`src/rtl/mpt_defs.svh`:
```
// constants of the motor potentiometer reference: offsets, resets, codes, timing
`ifndef MPT_DEFS_SVH
`define MPT_DEFS_SVH

// ==========
// register byte offsets
`define MPT_OFS_MODE       8'h00
`define MPT_OFS_INIT       8'h04
`define MPT_OFS_MIN        8'h08
`define MPT_OFS_MAX        8'h0C
`define MPT_OFS_RAMP       8'h10
`define MPT_OFS_UPSEL      8'h14
`define MPT_OFS_DNSEL      8'h18
`define MPT_OFS_VALUE      8'h1C
`define MPT_OFS_STATUS     8'h20

// ==========
// reset values, values in hundredths, ramp time in tenths of a second
`define MPT_RST_MODE       2'h0
`define MPT_RST_INIT       32'sh00000000
`define MPT_RST_MIN        (-32'sd5000)
`define MPT_RST_MAX        32'sh00001388
`define MPT_RST_RAMP       16'h0190
`define MPT_RST_SEL        6'h00

// ==========
// source selector codes and field positions
`define MPT_SEL_OFF        6'h00
`define MPT_SEL_ON         6'h01
`define MPT_SEL_DI_FIRST   6'h02
`define MPT_SEL_DI_LAST    6'h07
`define MPT_SEL_TF_FIRST   6'h12
`define MPT_SEL_TF_LAST    6'h14
`define MPT_SEL_SV_FIRST   6'h18
`define MPT_SEL_SV_LAST    6'h1A
`define MPT_SEL_OTHER_BIT  5
`define MPT_ST_UP          0
`define MPT_ST_DOWN        1
`define MPT_ST_ATMIN       2
`define MPT_ST_ATMAX       3
`define MPT_ST_TRACK       4

// ==========
// timing: clock period, rate tick and ramp resolution
`define MPT_CLK_NS         10
`define MPT_TICK_NS        1000000
`define MPT_TICK_CYC       (`MPT_TICK_NS / `MPT_CLK_NS)
`define MPT_RAMP_LSB_MS    100

`endif

```
`src/rtl/mpt_pkg.sv`:
```
// types shared by the motor potentiometer reference
package mpt_pkg;

    // ==========================================================
    // operating modes
    typedef enum logic [1:0] {
        MPT_OFF       = 2'b00,
        MPT_INIT_STOP = 2'b01,
        MPT_RESUME    = 2'b10,
        MPT_TRACK     = 2'b11
    } mpt_mode_t;

    // ==========================================================
    // register port request
    typedef struct packed {
        logic [7:0]  addr;
        logic [31:0] wdata;
        logic        we;
        logic        re;
    } mpt_bus_req_t;

    // ==========================================================
    // status bits that may drive a request
    typedef struct packed {
        logic [31:0] other;
        logic [2:0]  superv;
        logic [2:0]  timed;
        logic [5:0]  digIn;
    } mpt_src_t;

endpackage : mpt_pkg

```
`src/rtl/mpt_src_sel.sv`:
```
// request source selector of the motor potentiometer
`timescale 1ns/1ps
`include "mpt_defs.svh"

module mpt_src_sel (
    input  logic [5:0]       sel,
    input  mpt_pkg::mpt_src_t src,
    output logic             req
);
    import mpt_pkg::*;

    // ==========================================================
    // code decode, reserved codes give no request
    always_comb
    begin
        req = 1'b0;
        if (sel[`MPT_SEL_OTHER_BIT])
            req = src.other[sel[4:0]];
        else if (sel == `MPT_SEL_ON)
            req = 1'b1;
        else if (sel >= `MPT_SEL_DI_FIRST && sel <= `MPT_SEL_DI_LAST)
            req = src.digIn[3'(sel - `MPT_SEL_DI_FIRST)];
        else if (sel >= `MPT_SEL_TF_FIRST && sel <= `MPT_SEL_TF_LAST)
            req = src.timed[2'(sel - `MPT_SEL_TF_FIRST)];
        else if (sel >= `MPT_SEL_SV_FIRST && sel <= `MPT_SEL_SV_LAST)
            req = src.superv[2'(sel - `MPT_SEL_SV_FIRST)];
    end

endmodule : mpt_src_sel

```
`src/rtl/mpt_rate_gen.sv`:
```
// step pulse generator that sets the travel rate of the potentiometer
`timescale 1ns/1ps
`include "mpt_defs.svh"

module mpt_rate_gen #(
    parameter int unsigned TICK_CYC = `MPT_TICK_CYC
) (
    input  logic        clk,
    input  logic        rst_n,
    input  logic        active,
    input  logic [31:0] span,
    input  logic [15:0] rampTenths,
    output logic        stepPulse
);
    import mpt_pkg::*;

    logic [31:0] tickCnt_q;
    logic [31:0] acc_q;
    logic [31:0] accD;
    logic [31:0] rampTicks;
    logic        tick;
    logic        stepD;

    // ==========
    // millisecond tick
    assign tick = (tickCnt_q == TICK_CYC - 1);

    always_ff @(posedge clk or negedge rst_n)
    begin
        if (!rst_n)
            tickCnt_q <= 32'h00000000;
        else if (tick)
            tickCnt_q <= 32'h00000000;
        else
            tickCnt_q <= tickCnt_q + 32'h00000001;
    end

    // ==========
    // span added per tick, one step per full ramp share
    assign rampTicks = {16'h0000, rampTenths} * 32'(`MPT_RAMP_LSB_MS);

    always_comb
    begin
        accD  = acc_q + (tick ? span : 32'h00000000);
        stepD = 1'b0;
        if (!active)
            accD = 32'h00000000;
        else if (rampTicks == 32'h00000000)
            stepD = 1'b1;                                           // zero ramp: fastest
        else if (acc_q >= rampTicks)
        begin
            accD  = accD - rampTicks;
            stepD = 1'b1;
        end
    end

    always_ff @(posedge clk or negedge rst_n)
    begin
        if (!rst_n)
        begin
            acc_q     <= 32'h00000000;
            stepPulse <= 1'b0;
        end
        else
        begin
            acc_q     <= accD;
            stepPulse <= stepD;
        end
    end

endmodule : mpt_rate_gen

```
`src/rtl/mpt_top.sv`:
```
// motor potentiometer reference generator with its register port
// ==========
// Overview of operation
// - init-at-stop mode loads the initial value on enable, then follows up/down
// - init-at-stop mode reloads the initial value on stop or power cycle
// - resume-always mode is like init-at-stop but keeps value over power cycle
// - init-to-actual mode tracks the other reference until the pot is selected
// - signed initial value is configurable, default zero
// - an active up request raises the value, inactive causes no rise
// - an active down request lowers the value, inactive causes no fall
// - up and down both active hold the value
// - up selector: code 0 never active, code 1 always active, default 0
// - codes 2 to 7 select digital inputs one to six
// - codes 18 to 20 select timed-function status bits 0 to 2
// - codes 24 to 26 select supervision status bits 0 to 2
// - down selector has the same codes and default as up selector
// - disabled mode forces zero output and ignores requests
// - ramp time sets minimum-to-maximum travel, same both ways, default 40 s
// - minimum and maximum bounds configurable, default -50 and +50
`timescale 1ns/1ps
`include "mpt_defs.svh"

module mpt_top #(
    parameter int unsigned TICK_CYC = `MPT_TICK_CYC
) (
    input  logic                 clk,
    input  logic                 rst_n,
    input  mpt_pkg::mpt_bus_req_t busReq,
    output logic [31:0]          rdata_q,
    input  logic [5:0]           digIn,
    input  logic [2:0]           timedStatus,
    input  logic [2:0]           supervStatus,
    input  logic [31:0]          otherBits,
    input  logic                 driveRun,
    input  logic                 powerRestart,
    input  logic                 potSelected,
    input  logic signed [31:0]   otherRef,
    output logic signed [31:0]   potValue_q,
    output logic                 potAtMin_q,
    output logic                 potAtMax_q
);
    import mpt_pkg::*;

    // ==========
    // declarations
    mpt_mode_t          mode_q;
    mpt_mode_t          prevMode_q;
    logic signed [31:0] initVal_q;
    logic signed [31:0] minVal_q;
    logic signed [31:0] maxVal_q;
    logic [15:0]        rampTenths_q;
    logic [5:0]         upSel_q;
    logic [5:0]         downSel_q;
    logic [5:0]         digMeta_q;
    logic [5:0]         digSync_q;
    logic               runPrev_q;
    logic               tracking_q;
    logic               upReq;
    logic               downReq;
    logic               stepPulse;
    logic               rateActive;
    logic               modeEnter;
    logic               stopEvent;
    logic               tracking;
    logic [31:0]        span;
    logic signed [31:0] valueD;
    logic signed [31:0] bumped;
    logic [31:0]        readMux;
    mpt_src_t           srcBits;

    // ==========
    // helpers
    // saturate a value into [lo, hi]
    function automatic logic signed [31:0] clampVal(
        input logic signed [31:0] v,
        input logic signed [31:0] lo,
        input logic signed [31:0] hi
    );
        logic signed [31:0] r;
        r = v;
        if (v > hi)
            r = hi;
        if (v < lo)
            r = lo;
        return r;
    endfunction : clampVal

    // ==========
    // register writes
    // configuration registers written from the register port
    always_ff @(posedge clk or negedge rst_n)
    begin
        if (!rst_n)
        begin
            mode_q       <= MPT_OFF;
            initVal_q    <= `MPT_RST_INIT;
            minVal_q     <= `MPT_RST_MIN;
            maxVal_q     <= `MPT_RST_MAX;
            rampTenths_q <= `MPT_RST_RAMP;
            upSel_q      <= `MPT_RST_SEL;
            downSel_q    <= `MPT_RST_SEL;
        end
        else if (busReq.we)
        begin
            case (busReq.addr)
                `MPT_OFS_MODE:  mode_q       <= mpt_mode_t'(busReq.wdata[1:0]);
                `MPT_OFS_INIT:  initVal_q    <= busReq.wdata;
                `MPT_OFS_MIN:   minVal_q     <= busReq.wdata;
                `MPT_OFS_MAX:   maxVal_q     <= busReq.wdata;
                `MPT_OFS_RAMP:  rampTenths_q <= busReq.wdata[15:0];
                `MPT_OFS_UPSEL: upSel_q      <= busReq.wdata[5:0];
                `MPT_OFS_DNSEL: downSel_q    <= busReq.wdata[5:0];
                default:        mode_q       <= mode_q;             // unmapped: ignored
            endcase
        end
    end

    // ==========
    // register reads
    // read mux, unmapped offsets read zero
    always_comb
    begin
        readMux = 32'h00000000;
        case (busReq.addr)
            `MPT_OFS_MODE:   readMux = {30'h00000000, mode_q};
            `MPT_OFS_INIT:   readMux = initVal_q;
            `MPT_OFS_MIN:    readMux = minVal_q;
            `MPT_OFS_MAX:    readMux = maxVal_q;
            `MPT_OFS_RAMP:   readMux = {16'h0000, rampTenths_q};
            `MPT_OFS_UPSEL:  readMux = {26'h0000000, upSel_q};
            `MPT_OFS_DNSEL:  readMux = {26'h0000000, downSel_q};
            `MPT_OFS_VALUE:  readMux = potValue_q;
            `MPT_OFS_STATUS:
            begin
                readMux[`MPT_ST_UP]    = upReq;
                readMux[`MPT_ST_DOWN]  = downReq;
                readMux[`MPT_ST_ATMIN] = potAtMin_q;
                readMux[`MPT_ST_ATMAX] = potAtMax_q;
                readMux[`MPT_ST_TRACK] = tracking_q;
            end
            default:         readMux = 32'h00000000;
        endcase
    end

    // read data stand only in the cycle after the strobe
    always_ff @(posedge clk or negedge rst_n)
    begin
        if (!rst_n)
            rdata_q <= 32'h00000000;
        else if (busReq.re)
            rdata_q <= readMux;
        else
            rdata_q <= 32'h00000000;
    end

    // ==========
    // input conditioning
    // digital input pins pass two flip-flops
    always_ff @(posedge clk or negedge rst_n)
    begin
        if (!rst_n)
        begin
            digMeta_q <= 6'h00;
            digSync_q <= 6'h00;
        end
        else
        begin
            digMeta_q <= digIn;
            digSync_q <= digMeta_q;
        end
    end

    // status bits offered to both selectors
    assign srcBits.digIn  = digSync_q;
    assign srcBits.timed  = timedStatus;
    assign srcBits.superv = supervStatus;
    assign srcBits.other  = otherBits;

    // ==========
    // request selectors
    mpt_src_sel u_upSel (
        .sel (upSel_q),
        .src (srcBits),
        .req (upReq)
    );

    // down selector shares the same code table
    mpt_src_sel u_downSel (
        .sel (downSel_q),
        .src (srcBits),
        .req (downReq)
    );

    // ==========
    // event detection
    // history of mode and run state
    always_ff @(posedge clk or negedge rst_n)
    begin
        if (!rst_n)
        begin
            prevMode_q <= MPT_OFF;
            runPrev_q  <= 1'b0;
            tracking_q <= 1'b0;
        end
        else
        begin
            prevMode_q <= mode_q;
            runPrev_q  <= driveRun;
            tracking_q <= tracking;
        end
    end

    // enable or change of mode, stop as falling run level
    assign modeEnter = (mode_q != MPT_OFF) && (prevMode_q != mode_q);
    assign stopEvent = runPrev_q && !driveRun;
    assign tracking  = (mode_q == MPT_TRACK) && !potSelected;

    // ==========
    // travel rate
    // span of the travel range, zero if bounds are crossed
    assign span = (maxVal_q > minVal_q) ? 32'(maxVal_q - minVal_q) : 32'h00000000;

    // rate runs only while exactly one request moves the value
    assign rateActive = (mode_q != MPT_OFF) && !tracking && (upReq != downReq)
                        && !(upReq && potAtMax_q) && !(downReq && potAtMin_q);

    mpt_rate_gen #(
        .TICK_CYC (TICK_CYC)
    ) u_rate (
        .clk        (clk),
        .rst_n      (rst_n),
        .active     (rateActive),
        .span       (span),
        .rampTenths (rampTenths_q),
        .stepPulse  (stepPulse)
    );

    // ==========
    // value update
    // one step up or down, both requests hold
    always_comb
    begin
        bumped = potValue_q;
        if (stepPulse && upReq && !downReq)
            bumped = potValue_q + 32'sd1;
        else if (stepPulse && downReq && !upReq)
            bumped = potValue_q - 32'sd1;
        else
            bumped = potValue_q;
    end

    // mode priority: track, enter, stop, restart, step
    always_comb
    begin
        valueD = clampVal(bumped, minVal_q, maxVal_q);
        case (mode_q)
            MPT_OFF:
                valueD = 32'sh00000000;
            MPT_INIT_STOP:
            begin
                if (modeEnter)
                    valueD = clampVal(initVal_q, minVal_q, maxVal_q);
                else if (stopEvent || powerRestart)
                    valueD = clampVal(initVal_q, minVal_q, maxVal_q);
            end
            MPT_RESUME:
            begin
                if (modeEnter || stopEvent)
                    valueD = clampVal(initVal_q, minVal_q, maxVal_q);
            end
            MPT_TRACK:
            begin
                if (tracking)
                    valueD = clampVal(otherRef, minVal_q, maxVal_q);
                else if (modeEnter)
                    valueD = clampVal(initVal_q, minVal_q, maxVal_q);
            end
            default:
                valueD = 32'sh00000000;
        endcase
    end

    // value and limit flags registered together
    always_ff @(posedge clk or negedge rst_n)
    begin
        if (!rst_n)
        begin
            potValue_q <= 32'sh00000000;
            potAtMin_q <= 1'b0;
            potAtMax_q <= 1'b0;
        end
        else
        begin
            potValue_q <= valueD;
            potAtMin_q <= (mode_q != MPT_OFF) && (valueD <= minVal_q);
            potAtMax_q <= (mode_q != MPT_OFF) && (valueD >= maxVal_q);
        end
    end

endmodule : mpt_top

```
`config.mk`:
```
export PLATFORM = sky130hd
export DESIGN_NAME = mpt_top
export DESIGN_NICKNAME = d
export VERILOG_FILES = /design/src/rtl/mpt_pkg.sv /design/src/rtl/mpt_src_sel.sv /design/src/rtl/mpt_rate_gen.sv /design/src/rtl/mpt_top.sv
export VERILOG_INCLUDE_DIRS = /design/src /design/src/rtl
export SDC_FILE = /design/constraint.sdc
export NUM_CORES = 2
export LEC_CHECK = 0
export BUFFER_PORTS_ARGS = -buffer_cell sky130_fd_sc_hd__buf_4
export CAP_MARGIN = 20
export CELL_PAD_IN_SITES_DETAIL_PLACEMENT = 0
export CELL_PAD_IN_SITES_GLOBAL_PLACEMENT = 2
export CORE_UTILIZATION = 43
export DETAILED_ROUTE_END_ITERATION = 16
export GPL_TIMING_DRIVEN = 1
export PLACE_DENSITY = 0.88
export SYNTH_ARGS = -nofsm -noshare
export SYNTH_HDL_FRONTEND = slang
export SYNTH_SLANG_ARGS = --single-unit
```
`constraint.sdc`:
```
create_clock -name clk -period 13.8 [get_ports clk]
set_input_delay 0 -clock clk [delete_from_list [all_inputs] [get_ports clk]]
set_output_delay 0 -clock clk [all_outputs]
set_load 0.05 [all_outputs]
```
==> impl_metrics.py <==
metrics = {
    "setup_path": {
        "critPathLaunch": "downSel_q[1]",
        "r2r_start": "downSel_q[1]",
        "cp_data_arrival_time_ps": 10710,
        "critPathKind": "reg2reg",
        "cp.required_ps": 14250,
        "reg2reg_depth": 35,
        "startpoint_type": "flip-flop",
        "cp_common_cell": "a21o_1",
        "worstSetupEndpointType": "flip-flop",
        "crit_fanout": 21,
        "rrSetupSlack_ps": 3540,
        "critical-path-max-stage-delay_ps": 810,
        "cp_slowest_cell": "nor3b_1",
    },
    "synthesis": {
        "synth_cell_types": 82,
        "ys.flop_type": "dfrtp_1",
        "syn_inst": 3045,
        "async_reset_ff_share_pct": 100,
        "ys_top_cells_by_area": "dfrtp_1, ha_1, mux2_2",
        "syn_nets": 3600,
        "ys_ff_latch": 273,
        "yosys_warnings": 0,
        "netlist_area_sq_um": 27500,
        "avgSynthCellArea_sq_um": 9.02,
        "yosysTopAreaCell": "dfrtp_1",
        "synth_edf_count": 0,
        "synth.top_cell.area_share_pct": 21.9,
        "synth_seq_area_share_pct": 25.0,
    },
    "clocking": {
        "cts.path.max_buffers": 3,
        "cts_sinks": 273,
        "clk_latency_ps": 580,
        "cts_made_buffers": 37,
        "root_buffer": "clkbuf_16",
        "cts.repair.resized": 0,
        "htree_levels": 2,
        "clk_pin_slew_ps": 60,
        "postCtsSetupBuffers": 0,
        "cts_tree": "yes",
    },
    "global_routing": {
        "grt_overflow": 0,
        "grt.total_usage_pct": 34.0,
        "grt_pass1_vias": 26400,
        "antenna_found_initial": 0,
        "grt_max_degree": 80,
        "grt_pass1_wl_um": 165000,
    },
    "run": {
        "maxCapViolCount": 0,
    },
    "timing": {
        "final_hold_viol_count": 4,
        "fmax_ghz": 0.0975,
        "skew_ps": 26.4,
        "setup_tns_ps": 0,
        "setup_viol": 0,
        "whs_ps": -14.2,
        "layout_worst_path_cycle_share_pct": 74.4,
        "slew_headroom_pct": 26.1,
        "report.final.slew_viol_count": 0,
        "finalCriticalPeriod_ps": 10260,
        "rsz0062_at_grt": "false",
        "worstMarginPinSlew_ps": 1080,
    },
    "route": {
        "drt_iter0_markers": 2146,
        "drcViolationCount": 0,
        "viasPerCell": 6.35,
        "detail-route-antenna-nets": 0,
        "routedWlPerCell_um": 26.8,
        "wl_um": 111000,
        "drt_pass1_iterations": 8,
        "vias": 26300,
    },
    "layout": {
        "fill_cells": 6036,
        "nNetsFinal": 3824,
        "seqCellArea_sq_um": 6870,
        "multi_input_area_sq_um": 19500,
        "diodes": 0,
        "final_layout_size_suffix_gt1_share_pct": 16.3,
        "finish.instance_area_sq_um": 31900,
        "area_growth_pct": 16.0,
    },
    "die": {
        "die_x_um": 255,
        "ioPinCount": 189,
        "core_area_sq_um": 63100,
        "rows": 92,
        "initial_utilization_pct": 43.6,
        "die_height_um": 255,
        "dieArea_sq_um": 64900,
    },
    "pwr": {
        "ir_drop_v": 0.0000775,
        "p_leak_nw": 15.0,
        "p_per_area_nw_per_um2": 102,
    },
    "place": {
        "gp_congestion": 1.02,
        "place_area_sq_um": 29900,
        "io_buffers": 188,
        "hpwl_um": 86400,
    },
    "outcome": {
        "status": "complete, but fails checks",
        "violations": "hold timing",
    },
    "min_path": {
        "hp-class": "in2async",
    },
}
[metal layers]
layer | routed length (um) | share of wire [%] | vias up | GRT usage [%]
met2 | 52800 | 48 | 952 | 57.6
met5 | 0 | 0 | - | 0
li1 | - | - | 12000 | -
met4 | 6420 | 5.8 | 0 | 18.1
met3 | 5930 | 5.3 | 314 | 3.98
met1 | 46000 | 41 | 13100 | 42.4
[cell families after synthesis]
group	count (synthesis)	synth area share (%)
compound gates	836	21.0
xor+xnor	144	4.59
fa+ha+maj	432	20.1
buf+inv	306	4.25
flops	273	25.0
mux	239	10.2
simple gates	815	14.9
[Yosys cell counts, drive strengths merged (12+ instances only)]
cell     count
dfrtp      240
nor4        32
xnor2       84
mux2i       57
mux4        17
o21a        34
a21oi      182
nand3       68
or4         13
or3         18
nor2       200
o22ai       15
o221ai      27
o21ai      115
and2        12
clkbuf      92
nor3        64
o211ai      96
nand2b      36
a22oi       55
nand2      176
xor2        60
a211oi      20
and3        31
a21o       106
dfstp       33
a2111oi     12
a221oi      12
fa          14
ha         418
mux2       165
o21bai      12
a31oi       20
inv        192
nand4       81
buf         22
o31ai       15
nor2b       35
[metrics by stage]
step | total power, mW | cells | utilization, % | worst slack, ps
finish | 3.26 | 4143 | 50.5 | 3540
global route | 3.40 | 4143 | 50.5 | 3160
CTS | 3.25 | 4142 | 50.5 | 3700
floorplan | 1.75 | 3045 | - | 5820
global placement | 2.19 | 4003 | 47.3 | 4000
detailed placement | 2.21 | 4003 | 47.3 | 3700
[registers in the layout (all words and copies together), names as in the netlist, 2 cells and up]
| signal | flops |
|---|---|
| initVal_q | 32 |
| rdata_q | 32 |
| upSel_q | 6 |
| downSel_q | 6 |
| u_rate.tickCnt_q | 32 |
| digSync_q | 6 |
| potValue_q | 32 |
| digMeta_q | 6 |
| maxVal_q | 32 |
| rampTenths_q | 16 |
| minVal_q | 32 |
| mode_q | 2 |
| prevMode_q | 2 |
| u_rate.acc_q | 32 |
[placed cells by master (no fill, tap or decap), types with 31 or more instances in the layout]
master / instances
ha_1: 418
dfrtp_1: 240
buf_4: 225
nor2_1: 196
inv_1: 192
a21oi_1: 181
nand2_1: 176
mux2_2: 165
o21ai_0: 114
a21o_1: 106
o211ai_1: 96
xnor2_1: 84
nand4_1: 81
dlygate4sd3_1: 72
nand3_1: 68
nor3_1: 64
xor2_1: 60
mux2i_1: 57
a22oi_1: 55
clkbuf_16: 37
nand2b_1: 36
nor2b_1: 35
o21a_1: 34
dfstp_2: 33
nor4_1: 32
and3_1: 31
[final timing paths]
| check | endpoint |
|---|---|
| min | potValue_q[20] |
| max | potAtMin_q |
| min reg2reg | digSync_q[2] |
| min in group clk | potValue_q[28] |
| max reg2reg | potAtMin_q |
| max in group asynchronous | initVal_q[1] |
[power breakdown]
group | switching (mW) | internal [mW] | total [mW]
Sequential | 0.0628 | 0.830 | 0.893
Combinational | 0.830 | 0.518 | 1.35
Clock | 0.414 | 0.605 | 1.02
[critical path: cells and delay by family (launching register included)]
family	cells	cell delay, ps
xor+xnor	1	320
fa+ha+maj	3	1090
simple gates	10	2830
flops	1	750
compound gates	14	3000
buf+inv	4	1450
mux	3	670
[area by class of cell]
cell class | instances | area share, %
inverters | 192 | 2.26
clock inverters | 21 | 0.793
well taps | 846 | 3.32
multi-input cells | 2466 | 61.2
flip-flops and latches | 273 | 21.6
clock buffers | 46 | 3.20
repair buffers | 299 | 7.69
[what timing repair did]
item	4_1_cts	5_1_grt
endpoints found under the hold margin	239	0
hold buffers	72	0
setup endpoints to repair	0	0
(Power assumes the default switching activity.)
